## src/core/regulator_control_defs.vh

```
`ifndef REGULATOR_CONTROL_DEFS_VH
`define REGULATOR_CONTROL_DEFS_VH

// register offsets
`define BOOST_CTL_ADDR       8'h66
`define REFERENCE_CTL_ADDR   8'h6a
`define BACKUP_CTL_ADDR      8'h6b
`define LIN_ONE_CTL_ADDR     8'h6c
`define LIN_TWO_CTL_ADDR     8'h6d

// boost control field positions
`define BOOST_STBY_MODE_HI   6
`define BOOST_STBY_MODE_LO   5
`define BOOST_MODE_HI        3
`define BOOST_MODE_LO        2
`define BOOST_VOLT_HI        1
`define BOOST_VOLT_LO        0

// reference output and backup supply field positions
`define REFERENCE_EN_BIT     0
`define BACKUP_VOLT_HI       2
`define BACKUP_VOLT_LO       0

// linear regulator field positions, shared by both regulators
`define LIN_OFF_MODE_BIT     7
`define LIN_LOW_POWER_BIT    6
`define LIN_STANDBY_BIT      5
`define LIN_ENABLE_BIT       4
`define LIN_VOLT_HI          3
`define LIN_VOLT_LO          0

// boost switching mode codes
`define MODE_OFF             2'h0
`define MODE_PFM             2'h1
`define MODE_AUTO            2'h2
`define MODE_PULSE_SKIP      2'h3

// reset values and constants
`define REFERENCE_RESET      1'h0
`define BACKUP_VOLT_3V0      3'h6
`define LIN_TOP_RESET        3'h0
`define READ_ZERO            8'h00

// pin synchroniser depth
`define SYNC_STAGES          2

`endif

```

## src/core/pin_sync.v

```verilog
`timescale 1ns/100ps
`include "regulator_control_defs.vh"

// two-flop synchroniser for pins; the first stage feeds only the second
module pin_sync #(
    parameter WIDTH = 4
) (
    input  wire             i_core_clk,
    input  wire             i_resetn,
    input  wire [WIDTH-1:0] i_async,
    output wire [WIDTH-1:0] o_sync
);

    reg [WIDTH-1:0] meta_q;
    reg [WIDTH-1:0] sync_q;

    always @(posedge i_core_clk) begin
        if (!i_resetn) begin
            meta_q <= {WIDTH{1'b0}};
            sync_q <= {WIDTH{1'b0}};
        end else begin
            meta_q <= i_async;
            sync_q <= meta_q;
        end
    end

    assign o_sync = sync_q;

endmodule

```

## src/core/regulator_control_registers.v

```verilog
// Overview of operation
// RL1: boost standby mode field at bits 6:5
// RL2: boost normal mode field at bits 3:2
// RL3: boost voltage code at bits 1:0
// RL4: auto mode picks pfm or pulse-skip by load
// RL5: start-up enable forces boost normal mode auto
// RL6: marked fields reset from one-time-programmable values
// RL7: all registers readable and writable any time
// RL8: reference output enable bit 0, reset zero
// RL9: backup voltage code 110 only, default
// RL10: linear one bit 7 picks off or sleep
// RL11: linear one bit 6 allows low power
// RL12: linear one bit 5 turns off in standby
// RL13: linear one bit 4 enables regulator
// RL14: linear one bits 3:0 voltage code
// RL15: linear two same layout, top bits reset zero
// RL16: linear two bit 7 picks off or sleep
// RL17: reserved bits read zero, ignore writes
// RL18: writes act on outputs without commit step
//
// The strobed register port was chosen for this implementation.
`timescale 1ns/100ps
`include "regulator_control_defs.vh"

module regulator_control_registers (
    input  wire       i_core_clk,
    input  wire       i_resetn,
    input  wire [7:0] i_addr,
    input  wire [7:0] i_wdata,
    input  wire       i_wr,
    input  wire       i_rd,
    input  wire [1:0] i_otp_boost_stby_mode,
    input  wire [1:0] i_otp_boost_mode,
    input  wire [1:0] i_otp_boost_volt,
    input  wire [2:0] i_otp_backup_volt,
    input  wire       i_otp_lin_one_enable,
    input  wire [3:0] i_otp_lin_one_volt,
    input  wire       i_otp_lin_two_enable,
    input  wire [3:0] i_otp_lin_two_volt,
    input  wire       i_boost_seq_enable,
    input  wire       i_en_pin,
    input  wire       i_standby_pin,
    input  wire       i_boost_light_load,
    input  wire       i_low_power_req,
    output reg  [7:0] o_rdata,
    output reg  [1:0] o_boost_op_mode,
    output reg  [1:0] o_boost_voltage_sel,
    output reg        o_reference_output_enable,
    output reg  [2:0] o_backup_supply_voltage_sel,
    output reg        o_linear_one_on,
    output reg        o_linear_one_sleep,
    output reg        o_linear_one_low_power,
    output reg  [3:0] o_linear_one_voltage_sel,
    output reg        o_linear_two_on,
    output reg        o_linear_two_sleep,
    output reg        o_linear_two_low_power,
    output reg  [3:0] o_linear_two_voltage_sel
);

    // boost control fields
    reg  [1:0] boost_standby_mode_sel_q;
    reg  [1:0] boost_normal_mode_sel_q;
    reg  [1:0] boost_voltage_sel_q;

    // reference output and backup supply fields
    reg        reference_output_enable_q;
    reg  [2:0] backup_supply_voltage_sel_q;

    // linear regulator one fields
    reg        linear_one_off_mode_q;
    reg        linear_one_low_power_en_q;
    reg        linear_one_standby_off_q;
    reg        linear_one_enable_q;
    reg  [3:0] linear_one_volt_q;

    // linear regulator two fields
    reg        linear_two_off_mode_q;
    reg        linear_two_low_power_en_q;
    reg        linear_two_standby_off_q;
    reg        linear_two_enable_q;
    reg  [3:0] linear_two_volt_q;

    reg  [7:0] rdata_d;
    reg  [2:0] lin_one_state;
    reg  [2:0] lin_two_state;

    wire [3:0] pins_sync;
    wire       en_pin_s;
    wire       standby_s;
    wire       light_load_s;
    wire       low_power_req_s;

    wire       wr_boost;
    wire       wr_reference;
    wire       wr_backup;
    wire       wr_lin_one;
    wire       wr_lin_two;

    wire       hit_boost;
    wire       hit_reference;
    wire       hit_backup;
    wire       hit_lin_one;
    wire       hit_lin_two;

    // every pin crosses into the core clock before any decision uses it
    // the synchroniser adds two edges of latency to every pin decision
    pin_sync #(
        .WIDTH      (4)
    ) u_pin_sync (
        .i_core_clk (i_core_clk),
        .i_resetn   (i_resetn),
        .i_async    ({i_low_power_req, i_boost_light_load, i_standby_pin, i_en_pin}),
        .o_sync     (pins_sync)
    );

    assign en_pin_s        = pins_sync[0];
    assign standby_s       = pins_sync[1];
    assign light_load_s    = pins_sync[2];
    assign low_power_req_s = pins_sync[3];

    // effective boost switching mode from the selected mode code
    function [1:0] boost_mode_resolve;
        input [1:0] sel;
        input       light;
        begin
            // light load gives pfm, heavier load gives pulse skipping
            if (sel == `MODE_AUTO) begin
                boost_mode_resolve = light ? `MODE_PFM : `MODE_PULSE_SKIP;
            end else begin
                boost_mode_resolve = sel;
            end
        end
    endfunction

    // linear regulator state as {on, sleep, low_power}
    function [2:0] lin_resolve;
        input enable;
        input off_mode;
        input standby_off;
        input low_power_en;
        input en_pin;
        input standby;
        input lp_req;
        reg   on;
        begin
            on          = 1'b0;
            lin_resolve = 3'h0;
            // priority: register enable, then enable pin, then standby
            if (!enable) begin
                lin_resolve = 3'h0;
            end else if (!en_pin) begin
                lin_resolve = {1'b0, off_mode, 1'b0};
            end else if (standby && standby_off) begin
                lin_resolve = 3'h0;
            end else begin
                on          = 1'b1;
                lin_resolve = {on, 1'b0, on & low_power_en & lp_req};
            end
        end
    endfunction

    // backup code accepted only if it names a real voltage
    function backup_code_ok;
        input [2:0] code;
        begin
            backup_code_ok = (code == `BACKUP_VOLT_3V0);
        end
    endfunction

    // full eight-bit match; a partial decode would alias onto unmapped offsets
    function addr_hit;
        input [7:0] addr;
        input [7:0] offset;
        begin
            addr_hit = (addr == offset);
        end
    endfunction

    // one decode shared by the write strobes and the read mux
    assign hit_boost     = addr_hit(i_addr, `BOOST_CTL_ADDR);
    assign hit_reference = addr_hit(i_addr, `REFERENCE_CTL_ADDR);
    assign hit_backup    = addr_hit(i_addr, `BACKUP_CTL_ADDR);
    assign hit_lin_one   = addr_hit(i_addr, `LIN_ONE_CTL_ADDR);
    assign hit_lin_two   = addr_hit(i_addr, `LIN_TWO_CTL_ADDR);

    // no mode gates either direction; every strobe is honoured except backup writes of a reserved code
    assign wr_boost     = i_wr && hit_boost;                           // RL7
    assign wr_reference = i_wr && hit_reference;
    assign wr_backup    = i_wr && hit_backup;
    assign wr_lin_one   = i_wr && hit_lin_one;
    assign wr_lin_two   = i_wr && hit_lin_two;

    // boost control register
    always @(posedge i_core_clk) begin
        if (!i_resetn) begin
            boost_standby_mode_sel_q <= i_otp_boost_stby_mode;                // RL6
            boost_normal_mode_sel_q  <= i_otp_boost_mode;                     // RL6
            boost_voltage_sel_q      <= i_otp_boost_volt;                     // RL6
        end else begin
            if (wr_boost) begin
                boost_standby_mode_sel_q <=
                    i_wdata[`BOOST_STBY_MODE_HI:`BOOST_STBY_MODE_LO];         // RL1
                boost_voltage_sel_q <= i_wdata[`BOOST_VOLT_HI:`BOOST_VOLT_LO]; // RL3
            end
            // the sequencer wins the normal mode field over a write landing in the same cycle
            if (i_boost_seq_enable) begin
                boost_normal_mode_sel_q <= `MODE_AUTO;                        // RL5
            end else if (wr_boost) begin
                boost_normal_mode_sel_q <= i_wdata[`BOOST_MODE_HI:`BOOST_MODE_LO]; // RL2
            end
        end
    end

    // reference output and backup supply registers
    always @(posedge i_core_clk) begin
        if (!i_resetn) begin
            reference_output_enable_q   <= `REFERENCE_RESET;                  // RL8
            backup_supply_voltage_sel_q <= i_otp_backup_volt;                 // RL6
        end else begin
            if (wr_reference) begin
                reference_output_enable_q <= i_wdata[`REFERENCE_EN_BIT];      // RL8
            end
            // a reserved code would drive the supply to an unknown level
            if (wr_backup &&
                backup_code_ok(i_wdata[`BACKUP_VOLT_HI:`BACKUP_VOLT_LO])) begin
                backup_supply_voltage_sel_q <=
                    i_wdata[`BACKUP_VOLT_HI:`BACKUP_VOLT_LO];                 // RL9
            end
        end
    end

    // linear regulator one register
    always @(posedge i_core_clk) begin
        if (!i_resetn) begin
            linear_one_off_mode_q     <= 1'b0;
            linear_one_low_power_en_q <= 1'b0;
            linear_one_standby_off_q  <= 1'b0;
            linear_one_enable_q       <= i_otp_lin_one_enable;                // RL6
            linear_one_volt_q         <= i_otp_lin_one_volt;                  // RL6
        end else if (wr_lin_one) begin
            linear_one_off_mode_q     <= i_wdata[`LIN_OFF_MODE_BIT];          // RL10
            linear_one_low_power_en_q <= i_wdata[`LIN_LOW_POWER_BIT];         // RL11
            linear_one_standby_off_q  <= i_wdata[`LIN_STANDBY_BIT];           // RL12
            linear_one_enable_q       <= i_wdata[`LIN_ENABLE_BIT];            // RL13
            linear_one_volt_q         <= i_wdata[`LIN_VOLT_HI:`LIN_VOLT_LO];  // RL14
        end
    end

    // linear regulator two register, same layout as regulator one
    always @(posedge i_core_clk) begin
        if (!i_resetn) begin
            {linear_two_off_mode_q, linear_two_low_power_en_q,
             linear_two_standby_off_q} <= `LIN_TOP_RESET;                     // RL15
            linear_two_enable_q       <= i_otp_lin_two_enable;                // RL6
            linear_two_volt_q         <= i_otp_lin_two_volt;                  // RL6
        end else if (wr_lin_two) begin
            linear_two_off_mode_q     <= i_wdata[`LIN_OFF_MODE_BIT];          // RL16
            linear_two_low_power_en_q <= i_wdata[`LIN_LOW_POWER_BIT];         // RL15
            linear_two_standby_off_q  <= i_wdata[`LIN_STANDBY_BIT];           // RL15
            linear_two_enable_q       <= i_wdata[`LIN_ENABLE_BIT];            // RL15
            linear_two_volt_q         <= i_wdata[`LIN_VOLT_HI:`LIN_VOLT_LO];  // RL15
        end
    end

    // read mux; unimplemented bits and unmapped offsets read as zero
    // the mux decodes every cycle; only the read strobe lets it reach o_rdata
    always @* begin
        rdata_d = `READ_ZERO;                                                 // RL17
        if (hit_boost) begin
            rdata_d[`BOOST_STBY_MODE_HI:`BOOST_STBY_MODE_LO] = boost_standby_mode_sel_q;
            rdata_d[`BOOST_MODE_HI:`BOOST_MODE_LO]           = boost_normal_mode_sel_q;
            rdata_d[`BOOST_VOLT_HI:`BOOST_VOLT_LO]           = boost_voltage_sel_q;
        end else if (hit_reference) begin
            rdata_d[`REFERENCE_EN_BIT] = reference_output_enable_q;
        end else if (hit_backup) begin
            rdata_d[`BACKUP_VOLT_HI:`BACKUP_VOLT_LO] = backup_supply_voltage_sel_q;
        end else if (hit_lin_one) begin
            rdata_d = {linear_one_off_mode_q, linear_one_low_power_en_q,
                       linear_one_standby_off_q, linear_one_enable_q,
                       linear_one_volt_q};
        end else if (hit_lin_two) begin
            rdata_d = {linear_two_off_mode_q, linear_two_low_power_en_q,
                       linear_two_standby_off_q, linear_two_enable_q,
                       linear_two_volt_q};
        end
    end

    // read data stands only in the cycle after the read strobe
    always @(posedge i_core_clk) begin
        if (!i_resetn) begin
            o_rdata <= `READ_ZERO;
        end else if (i_rd) begin
            o_rdata <= rdata_d;                                               // RL7
        end else begin
            o_rdata <= `READ_ZERO;
        end
    end

    // regulator state decisions
    always @* begin
        lin_one_state = lin_resolve(linear_one_enable_q, linear_one_off_mode_q,
                                    linear_one_standby_off_q,
                                    linear_one_low_power_en_q, en_pin_s,
                                    standby_s, low_power_req_s);
        lin_two_state = lin_resolve(linear_two_enable_q, linear_two_off_mode_q,
                                    linear_two_standby_off_q,
                                    linear_two_low_power_en_q, en_pin_s,
                                    standby_s, low_power_req_s);
    end

    // outputs follow the stored fields and the synchronised pins, one register stage later
    // reset drives safe fixed levels; otp values show one edge after release
    always @(posedge i_core_clk) begin
        if (!i_resetn) begin
            o_boost_op_mode             <= `MODE_OFF;
            o_boost_voltage_sel         <= 2'h0;
            o_reference_output_enable   <= 1'b0;
            o_backup_supply_voltage_sel <= `BACKUP_VOLT_3V0;
            o_linear_one_on             <= 1'b0;
            o_linear_one_sleep          <= 1'b0;
            o_linear_one_low_power      <= 1'b0;
            o_linear_one_voltage_sel    <= 4'h0;
            o_linear_two_on             <= 1'b0;
            o_linear_two_sleep          <= 1'b0;
            o_linear_two_low_power      <= 1'b0;
            o_linear_two_voltage_sel    <= 4'h0;
        end else begin
            o_boost_op_mode <= boost_mode_resolve(
                standby_s ? boost_standby_mode_sel_q : boost_normal_mode_sel_q,
                light_load_s);                                                // RL4
            o_boost_voltage_sel         <= boost_voltage_sel_q;               // RL18
            o_reference_output_enable   <= reference_output_enable_q;         // RL8
            o_backup_supply_voltage_sel <= backup_supply_voltage_sel_q;       // RL18
            o_linear_one_on             <= lin_one_state[2];                  // RL12
            o_linear_one_sleep          <= lin_one_state[1];                  // RL10
            o_linear_one_low_power      <= lin_one_state[0];                  // RL11
            o_linear_one_voltage_sel    <= linear_one_volt_q;                 // RL14
            o_linear_two_on             <= lin_two_state[2];                  // RL15
            o_linear_two_sleep          <= lin_two_state[1];                  // RL16
            o_linear_two_low_power      <= lin_two_state[0];                  // RL15
            o_linear_two_voltage_sel    <= linear_two_volt_q;                 // RL18
        end
    end

endmodule

```

## config.mk

```make
export PLATFORM = sky130hd
export DESIGN_NAME = regulator_control_registers
export DESIGN_NICKNAME = d
export VERILOG_FILES = /design/src/core/pin_sync.v /design/src/core/regulator_control_registers.v
export VERILOG_INCLUDE_DIRS = /design/src /design/src/core
export SDC_FILE = /design/constraint.sdc
export NUM_CORES = 1
export LEC_CHECK = 0
export ABC_AREA = 1
export BUFFER_PORTS_ARGS = -buffer_cell sky130_fd_sc_hd__buf_2
export CORE_MARGIN = 4
export CORE_UTILIZATION = 55
export DETAILED_ROUTE_END_ITERATION = 8
export PLACE_DENSITY = 0.84
export SYNTH_ARGS = -nofsm -noshare
export SYNTH_HDL_FRONTEND = slang
export SYNTH_HIERARCHICAL = 1
export SYNTH_SLANG_ARGS = --single-unit
```

## constraint.sdc

```tcl
create_clock -name i_core_clk -period 2.9 [get_ports i_core_clk]
set_input_delay 0.435 -clock i_core_clk [delete_from_list [all_inputs] [get_ports i_core_clk]]
set_output_delay 0.435 -clock i_core_clk [all_outputs]
set_load 0.02 [all_outputs]
```

# Word-level counts from Yosys, hierarchy flattened
# Cells that the tools add are included.
dict set report totals {
  out_inout_bits 30
  word_cells 98
  ff_bits 64
  input_bits 44
}
dict set report op_classes {
  reduce_logical 16
  bitwise_logic 7
  muxes 32
  eq_ne 12
}
# operator count
set op_table {}
lappend op_table {{$eq A8 B7 Y1 const B} 5}
lappend op_table {{$mux W2} 13}
lappend op_table {{$mux W4} 6}
lappend op_table {{$mux W8} 2}
lappend op_table {{$mux W3} 5}
lappend op_table {{$logic_and A1 B1 Y1} 8}
lappend op_table {{$ne A2 B1 Y1 const B} 4}
lappend op_table {{$reduce_or A4 Y1} 2}
lappend op_table {{$mux W6} 1}
lappend op_table {{$reduce_and A2 Y1} 3}
lappend op_table {{$reduce_and A3 Y1} 2}
lappend op_table {{$mux W1} 5}
lappend op_table {{$not A1 Y1} 5}
lappend op_table {{$reduce_or A5 Y1} 1}
lappend op_table {{$eq A3 B3 Y1 const B} 1}
lappend op_table {{$ne A3 B1 Y1 const B} 1}
lappend op_table {{$and A1 B1 Y1} 2}
lappend op_table {{$eq A2 B2 Y1 const B} 1}

# Logic depth before layout (Yosys ltp)
dict set report logic_depth {
  ltp_word 6
  depth_mapped 9
  mapped_depth_nobuf 9
}

# Hierarchy
# Netlist, hierarchy kept.
# mod area_each_um2 instances seq_area_each_um2 cells_per_inst
set by_module_without_submodules {}
lappend by_module_without_submodules {regulator_control_registers 2321.0 1 1311.3 287}
lappend by_module_without_submodules {pin_sync 225.2 1 160.2 25}

# Worst setup path before layout
# OpenSTA, ideal clock, no wires.
dict set report synth_timing {
  path_kind {input -> register}
  start {input i_addr[6]}
  end {register backup_supply_voltage_sel_q[0] (enable)}
  setup_time_ns 0.344
  stages 5
  arrival_ns 1.277
  n_path_buf 1
  path_slack_ns 1.279
  required_ns 2.556
  path_cell_list {nand2_1 -> nor2_4 -> buf_6 -> nand2_1 -> o21ai_0}
}
dict set report synth_between {
  elab_chain_cells 4
}
# item line
set synth_lines {}
lappend synth_lines {{start: declaration} regulator_control_registers.v:28} ;# input wire [7:0] i_addr,
lappend synth_lines {{$eq A8 B7 Y1} regulator_control_registers.v:175} ;# addr_hit = (addr == offset);
lappend synth_lines {{$logic_and A1 B1 Y1} regulator_control_registers.v:189} ;# assign wr_backup = i_wr && hit_backup;
lappend synth_lines {{$logic_and A1 B1 Y1} regulator_control_registers.v:224} ;# if (wr_backup &&
lappend synth_lines {{$ne A2 B1 Y1 (no source line)} n/a}
lappend synth_lines {{end signal: assignment} regulator_control_registers.v:218} ;# backup_supply_voltage_sel_q <= i_otp_backup_volt;
lappend synth_lines {{end signal: assignment} regulator_control_registers.v:226} ;# backup_supply_voltage_sel_q <=
lappend synth_lines {{end: declaration} regulator_control_registers.v:67} ;# reg [2:0] backup_supply_voltage_sel_q;
# Every way passes these cells.
# A chain may end at the register's enable or synchronous reset.

# Final worst setup path
dict set report layout_timing {
  start {input i_addr[7]}
  end {register boost_voltage_sel_q[1] (enable)}
}
dict set report layout_between {
  elab_chain_cells 3
}
# item line
set layout_lines {}
lappend layout_lines {{$eq A8 B7 Y1} regulator_control_registers.v:175}
lappend layout_lines {{$logic_and A1 B1 Y1} regulator_control_registers.v:187} ;# assign wr_boost = i_wr && hit_boost;
lappend layout_lines {{$ne A2 B1 Y1 (no source line)} n/a}
lappend layout_lines {{end signal: assignment} regulator_control_registers.v:198} ;# boost_voltage_sel_q <= i_otp_boost_volt;
lappend layout_lines {{end signal: assignment} regulator_control_registers.v:203} ;# boost_voltage_sel_q <= i_wdata[`BOOST_VOLT_HI:`BOOST_VOLT_LO];
lappend layout_lines {{end: declaration} regulator_control_registers.v:63} ;# reg [1:0] boost_voltage_sel_q;
# Every way passes these cells.

==> results.cfg <==
[run_status]
outcome = finished clean

[worst_setup_path]
reg2reg_depth = 3
worstSetupStartpoint = i_addr[7]
cp.arrival_ns = 1.70
r2r_end = o_boost_op_mode[0]
cp-end-kind = flip-flop
crit_end = boost_voltage_sel_q[1]
crit_path_start_kind = input port
reg2reg_from = u_pin_sync/o_sync[1]
cp_max_fo = 19
reg2reg_slack_ns = 1.94
worst_ep_required_time_ns = 2.88
crit_type = in2reg

[sta]
period_share_pct = 59.3
min_period_ns = 1.72
hold_violations = 0
worst_pin_slew_ns = 0.568
max_freq_mhz = 581
slew_viol_final = 0
finalSetupViolations = 0
slew_headroom_pct = 61.9
setup_ws_ns = 1.18
rsz0062_at_grt = false
skew_ns = 0.00479
setup_tns_ns = 0

[placed_design]
placed_area_um2 = 2960
gp_congestion = 0.942
portBuffers = 73
dp_slack_ns = 0.860
hpwl_um = 4440

[synthesis]
async_flop_share_pct = 0
synthCells = 312
yosys.area.top_type = dfxtp_1
synth_cell_types = 23
yosysMostFrequentCell = nand2_1
yosysSeqAreaShare_pct = 57.8
synth_edf_count = 19
ys_seq_elements = 64
yosysTopAreaCellShare_pct = 35.4
netlist_area_um2 = 2550
syn_avg_cell_area_um2 = 8.16
ys.warnings.count = 6
synthFlopType = dfxtp_1
synth_nets = 356
synth_common_cells = nand2_1, inv_1, dfxtp_1
synth.area.top_cells = dfxtp_1, edfxtp_1, nand2_1, inv_1, nand3_1

[global_routing]
overflow = 0
grt.total_usage_pct = 20.4
antenna_found_initial = 0
grt_pass1_vias = 2068
grt_start_max_net_pins = 40
grt_first_pass_wirelength_um = 9320

[power]
p_leak_nw = 1.72
peakVddDrop_mv = 0.553
power.density_nw_per_um2 = 588

[floorplan]
initial_core_util_pct = 57.7
coreArea_um2 = 4410
fp.dieW_um = 76.0
ios = 74
row_count = 24
die_area_um2 = 5780
die_h_um = 76.0

[clocking]
cts_buffers = 9
clock-sinks = 64
post_cts_buffers = 0
path_clk_slew_ns = 0.07
cts_max_path_buffers = 2
cts_hold_buf = 0
clock_latency_ns = 0.34
cts_tree = built
clock-root-buffer = clkbuf_8
cts_resized = 0
htree_num_levels = 3

[cells_and_area]
multi_input_comb_area_um2 = 832
final.fill_count = 355
n_antenna_cell = 0
final_layout_size_suffix_gt1_share_pct = 25.8
final_area_um2 = 3130
post-route-util_pct = 70.9
seqCellArea_um2 = 1470
fin_nets = 435
area_growth_pct = 22.9

[detailed_routing]
drc_errors = 0
drt_iter0_markers = 137
ant_nets = 0
num_vias = 2206
wl_per_cell_um = 13.0
finalWirelength_um = 5830
vias_per_cell = 4.92
dr.pass1.iters = 4

[min_path]
hold_class = in2reg

[run]
maxCapViolations = 0
[worst min path at each step]
stage / cells past startpoint / start / slack, ns / end
floorplan: 1 / u_pin_sync/o_sync[2] / 0.39 / o_boost_op_mode[1]
global placement: 2 / u_pin_sync/meta_q[3] / 0.39 / u_pin_sync/o_sync[3]
detailed placement: 2 / u_pin_sync/meta_q[1] / 0.40 / u_pin_sync/o_sync[1]
CTS: 3 / i_low_power_req / 0.26 / u_pin_sync/meta_q[3]
global route: 3 / i_boost_light_load / 0.28 / u_pin_sync/meta_q[2]
finish: 3 / i_standby_pin / 0.27 / u_pin_sync/meta_q[1]
[where the power goes]
group	switching, mW	internal, mW	total [mW]
Combinational	0.106	0.0583	0.164
Sequential	0.0245	0.975	1.00
Clock	0.322	0.355	0.677
[per-layer routing]
metal | vias to the layer above | global-route usage [%] | part of all wire, %
met1 | 979 | 23.4 | 41
met3 | 18 | 6.03 | 8.4
met2 | 91 | 33.2 | 47
li1 | 1118 | - | -
met4 | 0 | 12.3 | 3.1
met5 | - | 0 | 0
[area by class of cell]
cell class                 count  area share [%]
sequential                    64            47.0
clock buffer                  13            5.08
tap                           52            2.08
multi-input combinational    186            26.6
timing repair buffer          75            12.2
clock inverter                 3           0.520
inverter                      55            6.59
[kinds of logic after synthesis]
family | count (synthesis) | share of synthesized area [%]
AOI/OAI and AO/OA | 18 | 3.88
buffers and inverters | 62 | 9.53
DFF | 64 | 57.8
and+or+nand+nor | 168 | 28.8
[state kept, by name (all words and copies together), names as in the netlist, 2 cells and up]
name,flops
u_pin_sync/meta_q,4
boost_normal_mode_sel_q,2
o_boost_op_mode,2
boost_standby_mode_sel_q,2
o_backup_supply_voltage_sel,3
linear_two_volt_q,4
u_pin_sync/o_sync,4
boost_voltage_sel_q,2
o_boost_voltage_sel,2
backup_supply_voltage_sel_q,3
o_rdata,8
o_linear_two_voltage_sel,4
o_linear_one_voltage_sel,4
linear_one_volt_q,4
[worst max-delay path, stage by stage]
cell and delay, ns:
buf_2 0.10, inv_1 0.05, nand2_1 0.08, nor2_4 0.36, nand2_2 0.19, o21ai_0 0.48
[placed cells by master (no fill, tap or decap)]
master / count
inv_2: 1
clkbuf_1: 2
clkinv_2: 2
nand3_1: 20
nand2_2: 3
nor4_1: 1
buf_4: 2
dfxtp_1: 45
nor2_1: 23
clkbuf_8: 11
nor2_2: 2
a22o_1: 1
a21boi_0: 2
clkinv_1: 1
nand2_4: 1
or2_2: 2
nand4_1: 7
o21ai_0: 12
inv_1: 53
nand2_1: 103
inv_4: 1
edfxtp_1: 19
nor2_4: 4
a21oi_1: 3
buf_2: 73
nor3_1: 2
[metrics by stage]
| step | hold slack (ns) | instances | total power [mW] |
|---|---|---|---|
| 6_report | 0.274 | 448 | 1.84 |
| 5_1_grt | 0.276 | 448 | 1.90 |
| 4_1_cts | 0.263 | 448 | 1.85 |
| 3_5_place_dp | 0.397 | 432 | 1.18 |
| 3_3_place_gp | 0.394 | 432 | 1.18 |
| 2_1_floorplan | 0.389 | 312 | 1.10 |
Note: power is estimated with default switching activity, not from simulation.
